[config.mk]
export PLATFORM = sky130hd
export DESIGN_NAME = i2cm_master
export DESIGN_NICKNAME = d
export VERILOG_FILES = /design/src/rtl/i2cm_pkg.sv /design/src/rtl/i2cm_sync.sv /design/src/rtl/i2cm_master.sv
export SDC_FILE = /design/constraint.sdc
export NUM_CORES = 1
export LEC_CHECK = 0
export BUFFER_PORTS_ARGS = -buffer_cell sky130_fd_sc_hd__buf_2
export CORE_MARGIN = 1.5
export CORE_UTILIZATION = 47
export CTS_BUF_LIST = sky130_fd_sc_hd__clkbuf_4 sky130_fd_sc_hd__clkbuf_8
export CTS_CLUSTER_SIZE = 40
export DETAILED_ROUTE_END_ITERATION = 8
export MAX_ROUTING_LAYER = met4
export PLACE_DENSITY = 0.67
export SLEW_MARGIN = 20
export SYNTH_ARGS = -nofsm -noshare
export SYNTH_HDL_FRONTEND = slang
export SYNTH_SLANG_ARGS = --single-unit
[constraint.sdc]
create_clock -name clk -period 2.26 [get_ports clk]
set_input_delay 0.226 -clock clk [delete_from_list [all_inputs] [get_ports clk]]
set_output_delay 0.226 -clock clk [all_outputs]
set_load 0.02 [all_outputs]
[src/rtl/i2cm_pkg.sv]
// constants for the two-wire master start and reservation block
// Operation
// - Low width register sets clock low time and paces data line changes.
// - Low width register resets to all ones.
// - Data held after clock falls for one quarter of low width.
// - Reservation works only while reservation-disable flag is zero.
// - Bus counts unused after reset, after a stop, or when released by exit bit.
// - Start request on an unused bus after stop makes start, then wait.
// - Start request: start at once if bus free, else reserve and stand by.
// - Stop detection with stop interrupt enabled raises transfer interrupt.
// - Shift write after stop interrupt starts communication as master.
// - Shift writes before a stop is detected are discarded.
package i2cm_pkg;
	// register indices on the cpu port
	localparam int ADDR_W = 3;
	localparam logic [2:0] IDX_LOW_WIDTH = 3'h0;
	localparam logic [2:0] IDX_HIGH_WIDTH = 3'h1;
	localparam logic [2:0] IDX_CTL0 = 3'h2;
	localparam logic [2:0] IDX_FLAG = 3'h3;
	localparam logic [2:0] IDX_STATUS = 3'h4;
	localparam logic [2:0] IDX_SHIFT = 3'h5;
	// control register 0 fields
	localparam int CTL0_ENABLE_BIT = 7;
	localparam int CTL0_EXIT_BIT = 6;
	localparam int CTL0_STOP_IE_BIT = 4;
	localparam int CTL0_START_BIT = 1;
	// flag register fields
	localparam int FLAG_RSV_DIS_BIT = 0;
	// status register fields
	localparam int STAT_MASTER_BIT = 7;
	localparam int STAT_RESERVED_BIT = 5;
	localparam int STAT_STOP_SEEN_BIT = 4;
	localparam int STAT_CLK_LVL_BIT = 3;
	localparam int STAT_DAT_LVL_BIT = 2;
	// values after reset
	localparam logic [7:0] LOW_WIDTH_RST = 8'hFF;
	localparam logic [7:0] HIGH_WIDTH_RST = 8'hFF;
	localparam logic [7:0] CTL0_RST = 8'h00;
	localparam logic [7:0] FLAG_RST = 8'h00;
	localparam logic [7:0] SHIFT_RST = 8'h00;
	// frame shape, hold divider and synchroniser width
	localparam logic [3:0] BITS_PER_BYTE = 4'h8;
	localparam int HOLD_SHIFT = 2;
	localparam int SYNC_STAGES = 2;
endpackage : i2cm_pkg

[src/rtl/i2cm_sync.sv]
// two flip-flop synchroniser for the bus line inputs
`timescale 1ns/1ps
module i2cm_sync #(
	parameter int W = 2
) (
	// clock and reset
	input wire logic clk,
	input wire logic srst,
	// asynchronous in, synchronised out
	input wire logic [W-1:0] d,
	output logic [W-1:0] q
);
	logic [W-1:0] meta_reg;
	logic [W-1:0] meta_next;
	logic [W-1:0] q_next;

	// idle bus level is high, so reset to ones
	always_comb begin
		meta_next = d;
		q_next = meta_reg;
	end

	// first stage is read only by the second
	always_ff @(posedge clk) begin
		if (srst) begin
			meta_reg <= '1;
			q <= '1;
		end else begin
			meta_reg <= meta_next;
			q <= q_next;
		end
	end
endmodule : i2cm_sync

[src/rtl/i2cm_master.sv]
// two-wire master: clock widths, start generation and reservation
`timescale 1ns/1ps
module i2cm_master (
	// clock and reset
	input wire logic clk,
	input wire logic srst,
	// cpu register port
	input wire logic [i2cm_pkg::ADDR_W-1:0] reg_addr,
	input wire logic reg_wr,
	input wire logic [7:0] reg_wdata,
	output logic [7:0] reg_rdata,
	// serial clock pin, open drain
	input wire logic serial_clock_pin_in,
	output logic serial_clock_pin_out,
	output logic serial_clock_pin_oe_n,
	// serial data pin, open drain
	input wire logic serial_data_pin_in,
	output logic serial_data_pin_out,
	output logic serial_data_pin_oe_n,
	// interrupt request
	output logic transfer_interrupt_request
);
	typedef enum logic [2:0] {
		ST_IDLE,
		ST_RESERVE,
		ST_START,
		ST_WAIT,
		ST_LOW,
		ST_HIGH
	} i2cm_state_e;

	logic [1:0] line_sync;
	logic scl_s;
	logic sda_s;

	i2cm_sync #(
		.W(i2cm_pkg::SYNC_STAGES)
	) u_sync (
		.clk(clk),
		.srst(srst),
		.d({serial_clock_pin_in, serial_data_pin_in}),
		.q(line_sync)
	);

	assign scl_s = line_sync[1];
	assign sda_s = line_sync[0];

	i2cm_state_e state_reg, state_next;
	logic [7:0] scl_low_width_reg, scl_low_width_next;
	logic [7:0] scl_high_width_reg, scl_high_width_next;
	logic [7:0] control_register_0_reg, control_register_0_next;
	logic [7:0] bus_flag_register_reg, bus_flag_register_next;
	logic [7:0] bus_shift_register_reg, bus_shift_register_next;
	logic [7:0] cnt_reg, cnt_next;
	logic [3:0] bitcnt_reg, bitcnt_next;
	logic sda_prev_reg, sda_prev_next;
	logic busy_reg, busy_next;
	logic stop_seen_reg, stop_seen_next;
	logic master_reg, master_next;
	logic reserved_reg, reserved_next;
	logic have_byte_reg, have_byte_next;
	logic scl_oe_n_reg, scl_oe_n_next;
	logic sda_oe_n_reg, sda_oe_n_next;
	logic irq_reg, irq_next;
	logic [7:0] rdata_reg, rdata_next;

	logic start_det;
	logic stop_det;
	logic ctl_wr;
	logic start_req;
	logic exit_req;
	logic shift_wr;
	logic enabled;
	logic rsv_enabled;
	logic [7:0] hold_cnt;
	logic [7:0] status_val;

	// line events seen on the synchronised levels
	assign start_det = scl_s & sda_prev_reg & ~sda_s;
	assign stop_det = scl_s & ~sda_prev_reg & sda_s;

	// register write decode
	assign ctl_wr = reg_wr && (reg_addr == i2cm_pkg::IDX_CTL0);
	assign shift_wr = reg_wr && (reg_addr == i2cm_pkg::IDX_SHIFT);
	assign enabled = control_register_0_reg[i2cm_pkg::CTL0_ENABLE_BIT];
	assign start_req = ctl_wr & reg_wdata[i2cm_pkg::CTL0_START_BIT] & enabled;
	assign exit_req = ctl_wr & reg_wdata[i2cm_pkg::CTL0_EXIT_BIT];
	assign rsv_enabled = ~bus_flag_register_reg[i2cm_pkg::FLAG_RSV_DIS_BIT];

	// data changes a quarter of the low time after the clock falls
	assign hold_cnt = scl_low_width_reg >> i2cm_pkg::HOLD_SHIFT;

	// status view of the block's own state and the line levels
	always_comb begin
		status_val = 8'h00;
		status_val[i2cm_pkg::STAT_MASTER_BIT] = master_reg;
		status_val[i2cm_pkg::STAT_RESERVED_BIT] = reserved_reg;
		status_val[i2cm_pkg::STAT_STOP_SEEN_BIT] = stop_seen_reg;
		status_val[i2cm_pkg::STAT_CLK_LVL_BIT] = scl_s;
		status_val[i2cm_pkg::STAT_DAT_LVL_BIT] = sda_s;
	end

	// next state of registers, bus tracking and the line sequencer
	always_comb begin
		state_next = state_reg;
		scl_low_width_next = scl_low_width_reg;
		scl_high_width_next = scl_high_width_reg;
		control_register_0_next = control_register_0_reg;
		bus_flag_register_next = bus_flag_register_reg;
		bus_shift_register_next = bus_shift_register_reg;
		cnt_next = cnt_reg;
		bitcnt_next = bitcnt_reg;
		sda_prev_next = sda_s;
		busy_next = busy_reg;
		stop_seen_next = stop_seen_reg;
		master_next = master_reg;
		reserved_next = reserved_reg;
		have_byte_next = have_byte_reg;
		scl_oe_n_next = scl_oe_n_reg;
		sda_oe_n_next = sda_oe_n_reg;
		irq_next = stop_det & control_register_0_reg[i2cm_pkg::CTL0_STOP_IE_BIT];

		// plain register writes; width writes are not blocked while enabled
		if (reg_wr) begin
			unique case (reg_addr)
				i2cm_pkg::IDX_LOW_WIDTH: scl_low_width_next = reg_wdata;
				i2cm_pkg::IDX_HIGH_WIDTH: scl_high_width_next = reg_wdata;
				i2cm_pkg::IDX_FLAG: bus_flag_register_next = reg_wdata;
				i2cm_pkg::IDX_CTL0: begin
					// start and exit bits are actions, never stored
					control_register_0_next = reg_wdata;
					control_register_0_next[i2cm_pkg::CTL0_START_BIT] = 1'b0;
					control_register_0_next[i2cm_pkg::CTL0_EXIT_BIT] = 1'b0;
				end
				default: ;
			endcase
		end

		// bus occupancy; a stop in the same cycle as a start wins
		if (start_det) begin
			busy_next = 1'b1;
			stop_seen_next = 1'b0;
		end
		if (stop_det) begin
			busy_next = 1'b0;
			stop_seen_next = 1'b1;
			master_next = 1'b0;
		end

		unique case (state_reg)
			ST_IDLE: begin
				scl_oe_n_next = 1'b1;
				sda_oe_n_next = 1'b1;
				if (start_req) begin
					if (!busy_reg) begin
						state_next = ST_START;
						cnt_next = 8'h00;
					end else if (rsv_enabled) begin
						state_next = ST_RESERVE;
						reserved_next = 1'b1;
					end
				end else if (shift_wr && stop_seen_reg && !busy_reg && enabled) begin
					bus_shift_register_next = reg_wdata;
					have_byte_next = 1'b1;
					state_next = ST_START;
					cnt_next = 8'h00;
				end
			end
			ST_RESERVE: begin
				// stand by, lines released, until the bus owner stops
				if (stop_det) begin
					reserved_next = 1'b0;
					state_next = ST_START;
					cnt_next = 8'h00;
				end
			end
			ST_START: begin
				// data low while clock stays released: start condition
				sda_oe_n_next = 1'b0;
				scl_oe_n_next = 1'b1;
				master_next = 1'b1;
				if (shift_wr) begin
					bus_shift_register_next = reg_wdata;
					have_byte_next = 1'b1;
				end
				if (cnt_reg >= scl_high_width_reg) begin
					scl_oe_n_next = 1'b0;
					cnt_next = 8'h00;
					bitcnt_next = 4'h0;
					state_next = (have_byte_reg || shift_wr) ? ST_LOW : ST_WAIT;
				end else begin
					cnt_next = cnt_reg + 8'h01;
				end
			end
			ST_WAIT: begin
				// clock held low as a wait until software loads a byte
				scl_oe_n_next = 1'b0;
				if (shift_wr) begin
					bus_shift_register_next = reg_wdata;
					have_byte_next = 1'b1;
					bitcnt_next = 4'h0;
					cnt_next = 8'h00;
					state_next = ST_LOW;
				end
			end
			ST_LOW: begin
				scl_oe_n_next = 1'b0;
				if (cnt_reg == hold_cnt) begin
					// ack slot releases data for the receiver
					if (bitcnt_reg < i2cm_pkg::BITS_PER_BYTE) begin
						sda_oe_n_next = bus_shift_register_reg[7];
					end else begin
						sda_oe_n_next = 1'b1;
					end
				end
				if (cnt_reg >= scl_low_width_reg) begin
					scl_oe_n_next = 1'b1;
					cnt_next = 8'h00;
					state_next = ST_HIGH;
				end else begin
					cnt_next = cnt_reg + 8'h01;
				end
			end
			ST_HIGH: begin
				// a slave stretching the clock pauses the high count
				scl_oe_n_next = 1'b1;
				if (scl_s) begin
					if (cnt_reg >= scl_high_width_reg) begin
						scl_oe_n_next = 1'b0;
						cnt_next = 8'h00;
						if (bitcnt_reg == i2cm_pkg::BITS_PER_BYTE) begin
							have_byte_next = 1'b0;
							state_next = ST_WAIT;
						end else begin
							bus_shift_register_next = {bus_shift_register_reg[6:0], sda_s};
							bitcnt_next = bitcnt_reg + 4'h1;
							state_next = ST_LOW;
						end
					end else begin
						cnt_next = cnt_reg + 8'h01;
					end
				end
			end
		endcase

		// shift writes outside a valid window fall away here
		if (shift_wr && !stop_seen_reg && !master_reg && state_reg != ST_START) begin
			bus_shift_register_next = bus_shift_register_reg;
			have_byte_next = have_byte_reg;
		end

		// exit bit or disable drops everything and releases the lines; only the exit bit marks the bus free
		if (exit_req || !enabled) begin
			busy_next = exit_req ? 1'b0 : busy_next;
			stop_seen_next = exit_req ? 1'b1 : stop_seen_next;
			master_next = 1'b0;
			reserved_next = 1'b0;
			have_byte_next = 1'b0;
			scl_oe_n_next = 1'b1;
			sda_oe_n_next = 1'b1;
			state_next = ST_IDLE;
		end
	end

	// registered read data, one cycle behind the address
	always_comb begin
		unique case (reg_addr)
			i2cm_pkg::IDX_LOW_WIDTH: rdata_next = scl_low_width_reg;
			i2cm_pkg::IDX_HIGH_WIDTH: rdata_next = scl_high_width_reg;
			i2cm_pkg::IDX_CTL0: rdata_next = control_register_0_reg;
			i2cm_pkg::IDX_FLAG: rdata_next = bus_flag_register_reg;
			i2cm_pkg::IDX_STATUS: rdata_next = status_val;
			i2cm_pkg::IDX_SHIFT: rdata_next = bus_shift_register_reg;
			default: rdata_next = 8'h00;
		endcase
	end

	// state registers
	always_ff @(posedge clk) begin
		if (srst) begin
			state_reg <= ST_IDLE;
			scl_low_width_reg <= i2cm_pkg::LOW_WIDTH_RST;
			scl_high_width_reg <= i2cm_pkg::HIGH_WIDTH_RST;
			control_register_0_reg <= i2cm_pkg::CTL0_RST;
			bus_flag_register_reg <= i2cm_pkg::FLAG_RST;
			bus_shift_register_reg <= i2cm_pkg::SHIFT_RST;
			cnt_reg <= 8'h00;
			bitcnt_reg <= 4'h0;
			sda_prev_reg <= 1'b1;
			busy_reg <= 1'b0;
			stop_seen_reg <= 1'b0;
			master_reg <= 1'b0;
			reserved_reg <= 1'b0;
			have_byte_reg <= 1'b0;
			scl_oe_n_reg <= 1'b1;
			sda_oe_n_reg <= 1'b1;
			irq_reg <= 1'b0;
			rdata_reg <= 8'h00;
		end else begin
			state_reg <= state_next;
			scl_low_width_reg <= scl_low_width_next;
			scl_high_width_reg <= scl_high_width_next;
			control_register_0_reg <= control_register_0_next;
			bus_flag_register_reg <= bus_flag_register_next;
			bus_shift_register_reg <= bus_shift_register_next;
			cnt_reg <= cnt_next;
			bitcnt_reg <= bitcnt_next;
			sda_prev_reg <= sda_prev_next;
			busy_reg <= busy_next;
			stop_seen_reg <= stop_seen_next;
			master_reg <= master_next;
			reserved_reg <= reserved_next;
			have_byte_reg <= have_byte_next;
			scl_oe_n_reg <= scl_oe_n_next;
			sda_oe_n_reg <= sda_oe_n_next;
			irq_reg <= irq_next;
			rdata_reg <= rdata_next;
		end
	end

	// open drain: the pin value is always low, enable decides
	assign serial_clock_pin_out = 1'b0;
	assign serial_data_pin_out = 1'b0;
	assign serial_clock_pin_oe_n = scl_oe_n_reg;
	assign serial_data_pin_oe_n = sda_oe_n_reg;
	assign transfer_interrupt_request = irq_reg;
	assign reg_rdata = rdata_reg;
endmodule : i2cm_master

Word-level counts from Yosys, hierarchy flattened
Cells that the tools add are included.

storage, ports and cells
  output and inout port bits = 13
  memories kept = 0
  register bits = 74
  RAM bits = 0
  latch bits = 0
  bits in read-only memories = 0
  bits of input ports = 16

cells by class
  bitwise logic cells = 11
  order comparisons = 3
  multiplexer cells = 64
  add/subtract/negate cells = 2
  equality and inequality tests = 31
  shift-type cells = 0
  reductions and logical operators = 35
  div/mod/pow operators = 0
  $mul = 0

operators with widths
  cell                   count
  $mux W8                14
  $pmux W8 S6            2
  $mux W3                12
  $ne A2 B2 Y1 const B   13
  $mux W1                24
  $pmux W8 S3            1
  $reduce_and A8 Y1      3
  $mux W4                5
  $pmux W3 S6            1
  $ge A8 B8 Y1           2
  $eq A3 B2 Y1 const B   4
  $eq A3 B3 Y1 const B   4
  $pmux W4 S3            1
  $reduce_and A2 Y1      5
  $reduce_and A5 Y1      2
  $reduce_bool A3 Y1     3
  $add A8 B1 Y8 const B  1
  $and A1 B1 Y1          8
  $eq A8 B6 Y1           1
  $logic_and A1 B1 Y1    8
  $eq A3 B1 Y1 const B   2
  $logic_not A3 Y1       2
  $ne A3 B3 Y1 const B   2
  $pmux W1 S3            2
  15 further kinds       24

Longest topological paths before layout
  depth in word-level cells = 8
  mapped depth = 8

Hierarchy
A second synthesis with hierarchy kept.

second synthesis, totals
  cells, all modules = 496
  area, all modules = 4166.5 sq um

by module, submodules not included
  module       cells an instance  instances  area an instance (sq um)  sequential area each (sq um)
  i2cm_master  488                1          4061.4                    1401.3
  i2cm_sync    8                  1          105.1                     80.1

Worst setup path before layout
OpenSTA, ideal clock, no wires.

  kind = reg2reg
  from = register cnt_reg[0]
  to = register state_reg[1]
  path slack = 0.222 ns
  data required time = 2.164 ns
  arrival time = 1.943 ns
  cell stages (with the launch flop) = 8
  cells stage by stage = dfxtp_1 > inv_1 > ha_1 > nand2b_1 > a21oi_1 > o311a_1 > or3_4 > o41ai_2

between the ends
  word-level cells in the longest chain between the ends = 3
  elaborated cells on any way between the ends = 6

RTL lines
  element                                 line                                                        text
  start, declared                         i2cm_master.sv:54                                           logic [7:0] cnt_reg, cnt_next;
  start signal, assigned                  i2cm_master.sv:306                                          cnt_reg <= cnt_next;
  $ge A8 B8 Y1, on equally long branches  i2cm_master.sv:216, i2cm_master.sv:186, i2cm_master.sv:228
  $ne A2 B2 Y1 (no source line)           -
  $reduce_and A8 Y1 (no source line) *    -
  end signal, assigned                    i2cm_master.sv:300                                          state_reg <= state_next;
  end, declared                           i2cm_master.sv:48                                           i2cm_state_e state_reg, state_next;

Every way passes the cells marked *; elsewhere a longest branch is shown, timed or not.
A chain may end at the register's enable or synchronous reset.

Worst setup path in the final report
  from = register scl_low_width_reg[3]
  to = register state_reg[1]

between the ends
  word-level cells in the longest chain between the ends = 3

RTL lines
  element                             line                text
  start, declared                     i2cm_master.sv:49   logic [7:0] scl_low_width_reg, scl_low_width_next;
  start signal, assigned              i2cm_master.sv:282  scl_low_width_reg <= i2cm_pkg::LOW_WIDTH_RST;
  start signal, assigned              i2cm_master.sv:301  scl_low_width_reg <= scl_low_width_next;
  $ge A8 B8 Y1                        i2cm_master.sv:216  if (cnt_reg >= scl_low_width_reg) begin
  $ne A2 B2 Y1 (no source line)       -
  $reduce_and A8 Y1 (no source line)  -

Every way passes these cells.

==> results.txt <==
status: finished, final reports clean
HPWL Detailed: 8120 um
fill cell count: 769
Final Hold Viols: 0
post-route minimum period: 2.16 ns
initial antenna violation count: 0
Yosys top cell area share: 36.5%
CP max FO: 4
Synth async-reset ratio: 0%
mux share of post-synthesis cell area: 6.04%
Post-Synth XOR/XNOR Area: 1.51%
Slew Limit Fails: 0
WL final: 10700 um
vias in the first global route: 3434
Die Area: 9200 um2
final clock skew: 0.0133 ns
clock buffer depth: 2
# H-tree levels: 3
Post-synth top flop: dfxtp_1
via count: 3669
final setup TNS: 0 ns
Root Buffer: clkbuf_8
clk sinks: 74
largest cells by area after synthesis: dfxtp_1 (37%), ha_1 (5.9%), nand2_1 (5.3%)
First DRT Iteration DRCs: 207
largest net degree at the start of global routing: 41
Finish-stage setup viols: 0
Ys Warns: 0
TritonCTS Buffers: 9
commonest non-fill, non-tap cell in the layout: dfxtp_1
WL/cell: 17.2 um
Critical Path Start Type: register
period utilization: 95.4%
EDFF count, synth: 0
main combinational cell family by area after synthesis: compound AO/OA/AOI/OAI gates
Synth Area in Adders: 5.86%
Worst-path clk slew: 0.08 ns
share of cells above drive strength 1: 20.0%
Arr. time, crit path: 2.37 ns
Setup CP Type: register to register
post-synth top area cell: dfxtp_1
register bit total from synthesis: 74
gr usage total: 26.2%
IO Port Bufs: 26
total power: 2.53 mW
number of core rows: 33
TritonRoute pass-1 iters: 4
DRT antenna net count: 0
Die Span X: 95.9 um
Area Growth Syn to Fin: 14.4%
post-synthesis sequential area ratio: 36.5%
CP max stage delay: 0.50 ns
Power Density: 545 nW/um2
Placement Setup Slack: 0.0337 ns
slowest library cell on the worst path: or4_1
cells along the critical path: inv_1 > ha_1 > or4_1 > a21oi_1 > o311a_1 > or3_4 > o41ai_2
# DRC: 0
Hold Path Class: input port to register
Hold Path Depth: 2
cells on worst reg2reg path: 7
post-route cell area: 4640 um2
core box area: 8300 um2
Worst-Margin Slew: 0.777 ns
Synth cell types: 68
CP endpoint kind: register
WP data required: 2.47 ns
complex-gate fraction of the synthesized area: 23.7%
first-pass GRT wire length: 17600 um
Final Util: 55.9%
Starting Density: 48.9%
Leak: 1.87 nW
GPL Wtd Cong: 0.901
Max rail drop VDD: 0.000282 V
number of vias per cell: 5.91
Post-Syn Area: 4060 um2
nets@finish: 546
clk_lat worst skew: 0.35 ns
Top-Level Pins: 29
# hold bufs at CTS: 0
Placed Area: 4430 um2
# diodes: 0
relative slew slack: 48.1%
TritonCTS clock tree: done
most frequent cells in the layout: dfxtp_1 (69), nand2_1 (57), a21oi_1 (40)
simple-gate share of the synthesized area: 20.6%
max-cap viol count: 0
Die Y: 95.9 um
setup slack after layout: 0.104 ns
average size of a mapped cell: 8.67 um2
Post-Syn Instances: 468
grt ovf: 0
Fmax: 464 MHz
critical path, delay by kind of cell, from the launching register on:
| family | cells | cell delay, ns |
|---|---|---|
| flip-flops | 1 | 0.38 |
| AND/OR/NAND/NOR | 2 | 0.69 |
| AO/OA/AOI/OAI | 3 | 0.65 |
| adder cells (fa/ha/maj) | 1 | 0.22 |
| buffers and inverters | 1 | 0.07 |
through the flow:
step,hold slack [ns],instances
3_3_place_gp,0.400,605
6_report,0.0640,621
4_1_cts,0.0522,621
3_5_place_dp,0.398,605
5_1_grt,0.0565,621
2_1_floorplan,0.330,469
report_power, final:
group          leakage (nW)  internal, mW  switching (mW)  total (mW)
Sequential            0.599          1.33          0.0162        1.35
Clock                0.0855         0.452           0.503       0.954
Combinational          1.18        0.0884           0.139       0.227
Total                  1.87          1.87           0.658        2.53
synthesized netlist by cell type, drive strengths merged, types with 3 or more instances:
| cell type | n |
|---|---|
| nor3b | 9 |
| a31oi | 5 |
| and3 | 3 |
| inv | 28 |
| buf | 12 |
| nand2 | 57 |
| a21o | 5 |
| a21oi | 40 |
| nand3 | 13 |
| or3 | 6 |
| dfxtp | 74 |
| nor3 | 5 |
| nor4 | 4 |
| o22ai | 5 |
| nor2 | 23 |
| o311ai | 4 |
| clkbuf | 15 |
| mux2i | 13 |
| o211ai | 17 |
| mux4 | 4 |
| xnor2 | 7 |
| o21ai | 12 |
| ha | 19 |
| or4 | 10 |
| nand2b | 8 |
| o32a | 8 |
| a211oi | 3 |
| or2 | 5 |
| a22oi | 3 |
| o21a | 10 |
| o31ai | 9 |
metal layers:
metal / share of wire (%) / track usage, % / routed length [um] / vias to the layer above
li1: - / - / - / 1802
met1: 46 / 34.2 / 4960 / 1742
met2: 46 / 41.4 / 4890 / 106
met3: 6.1 / 4.98 / 651 / 19
met4: 1.8 / 7.23 / 194 / 0
met5: 0 / - / 0 / -
worst paths after layout:
path                                           start                 end  slack (ns)
worst max-delay path            scl_low_width_reg[3]        state_reg[1]        0.10
worst max register to register  scl_low_width_reg[3]        state_reg[1]        0.10
worst min-delay path             serial_clock_pin_in  u_sync.meta_reg[1]        0.06
worst min register to register    u_sync.meta_reg[0]         u_sync.q[0]        0.41
cells by family (layout without fill, tap and decap cells):
| family | after synthesis | in the layout |
|---|---|---|
| and+or+nand+nor | 159 | 159 |
| DFF | 74 | 74 |
| xor gates and xnor gates | 7 | 7 |
| muxes | 19 | 19 |
| buffers and inverters | 55 | 102 |
| AOI/OAI and AO/OA | 134 | 134 |
| adders and majority gates | 19 | 19 |
| other | 1 | 2 |
cell type report:
type                    instances  area (um2)  share of cell area, %
flip-flops and latches         74        1490                   32.0
inverters                      28         105                   2.26
well taps                     105         131                   2.83
clock buffers                  12         153                   3.29
repair buffers                 58         370                   7.98
multi-input cells             340        2370                   51.0
clock inverters                 4        27.5                  0.593
what timing repair did:
action | in CTS | in global routing
endpoints found under the setup margin | 0 | 19
buffers inserted | 0 | 0
gates resized for setup | 0 | 9
Note: power is estimated with default switching activity, not from simulation.
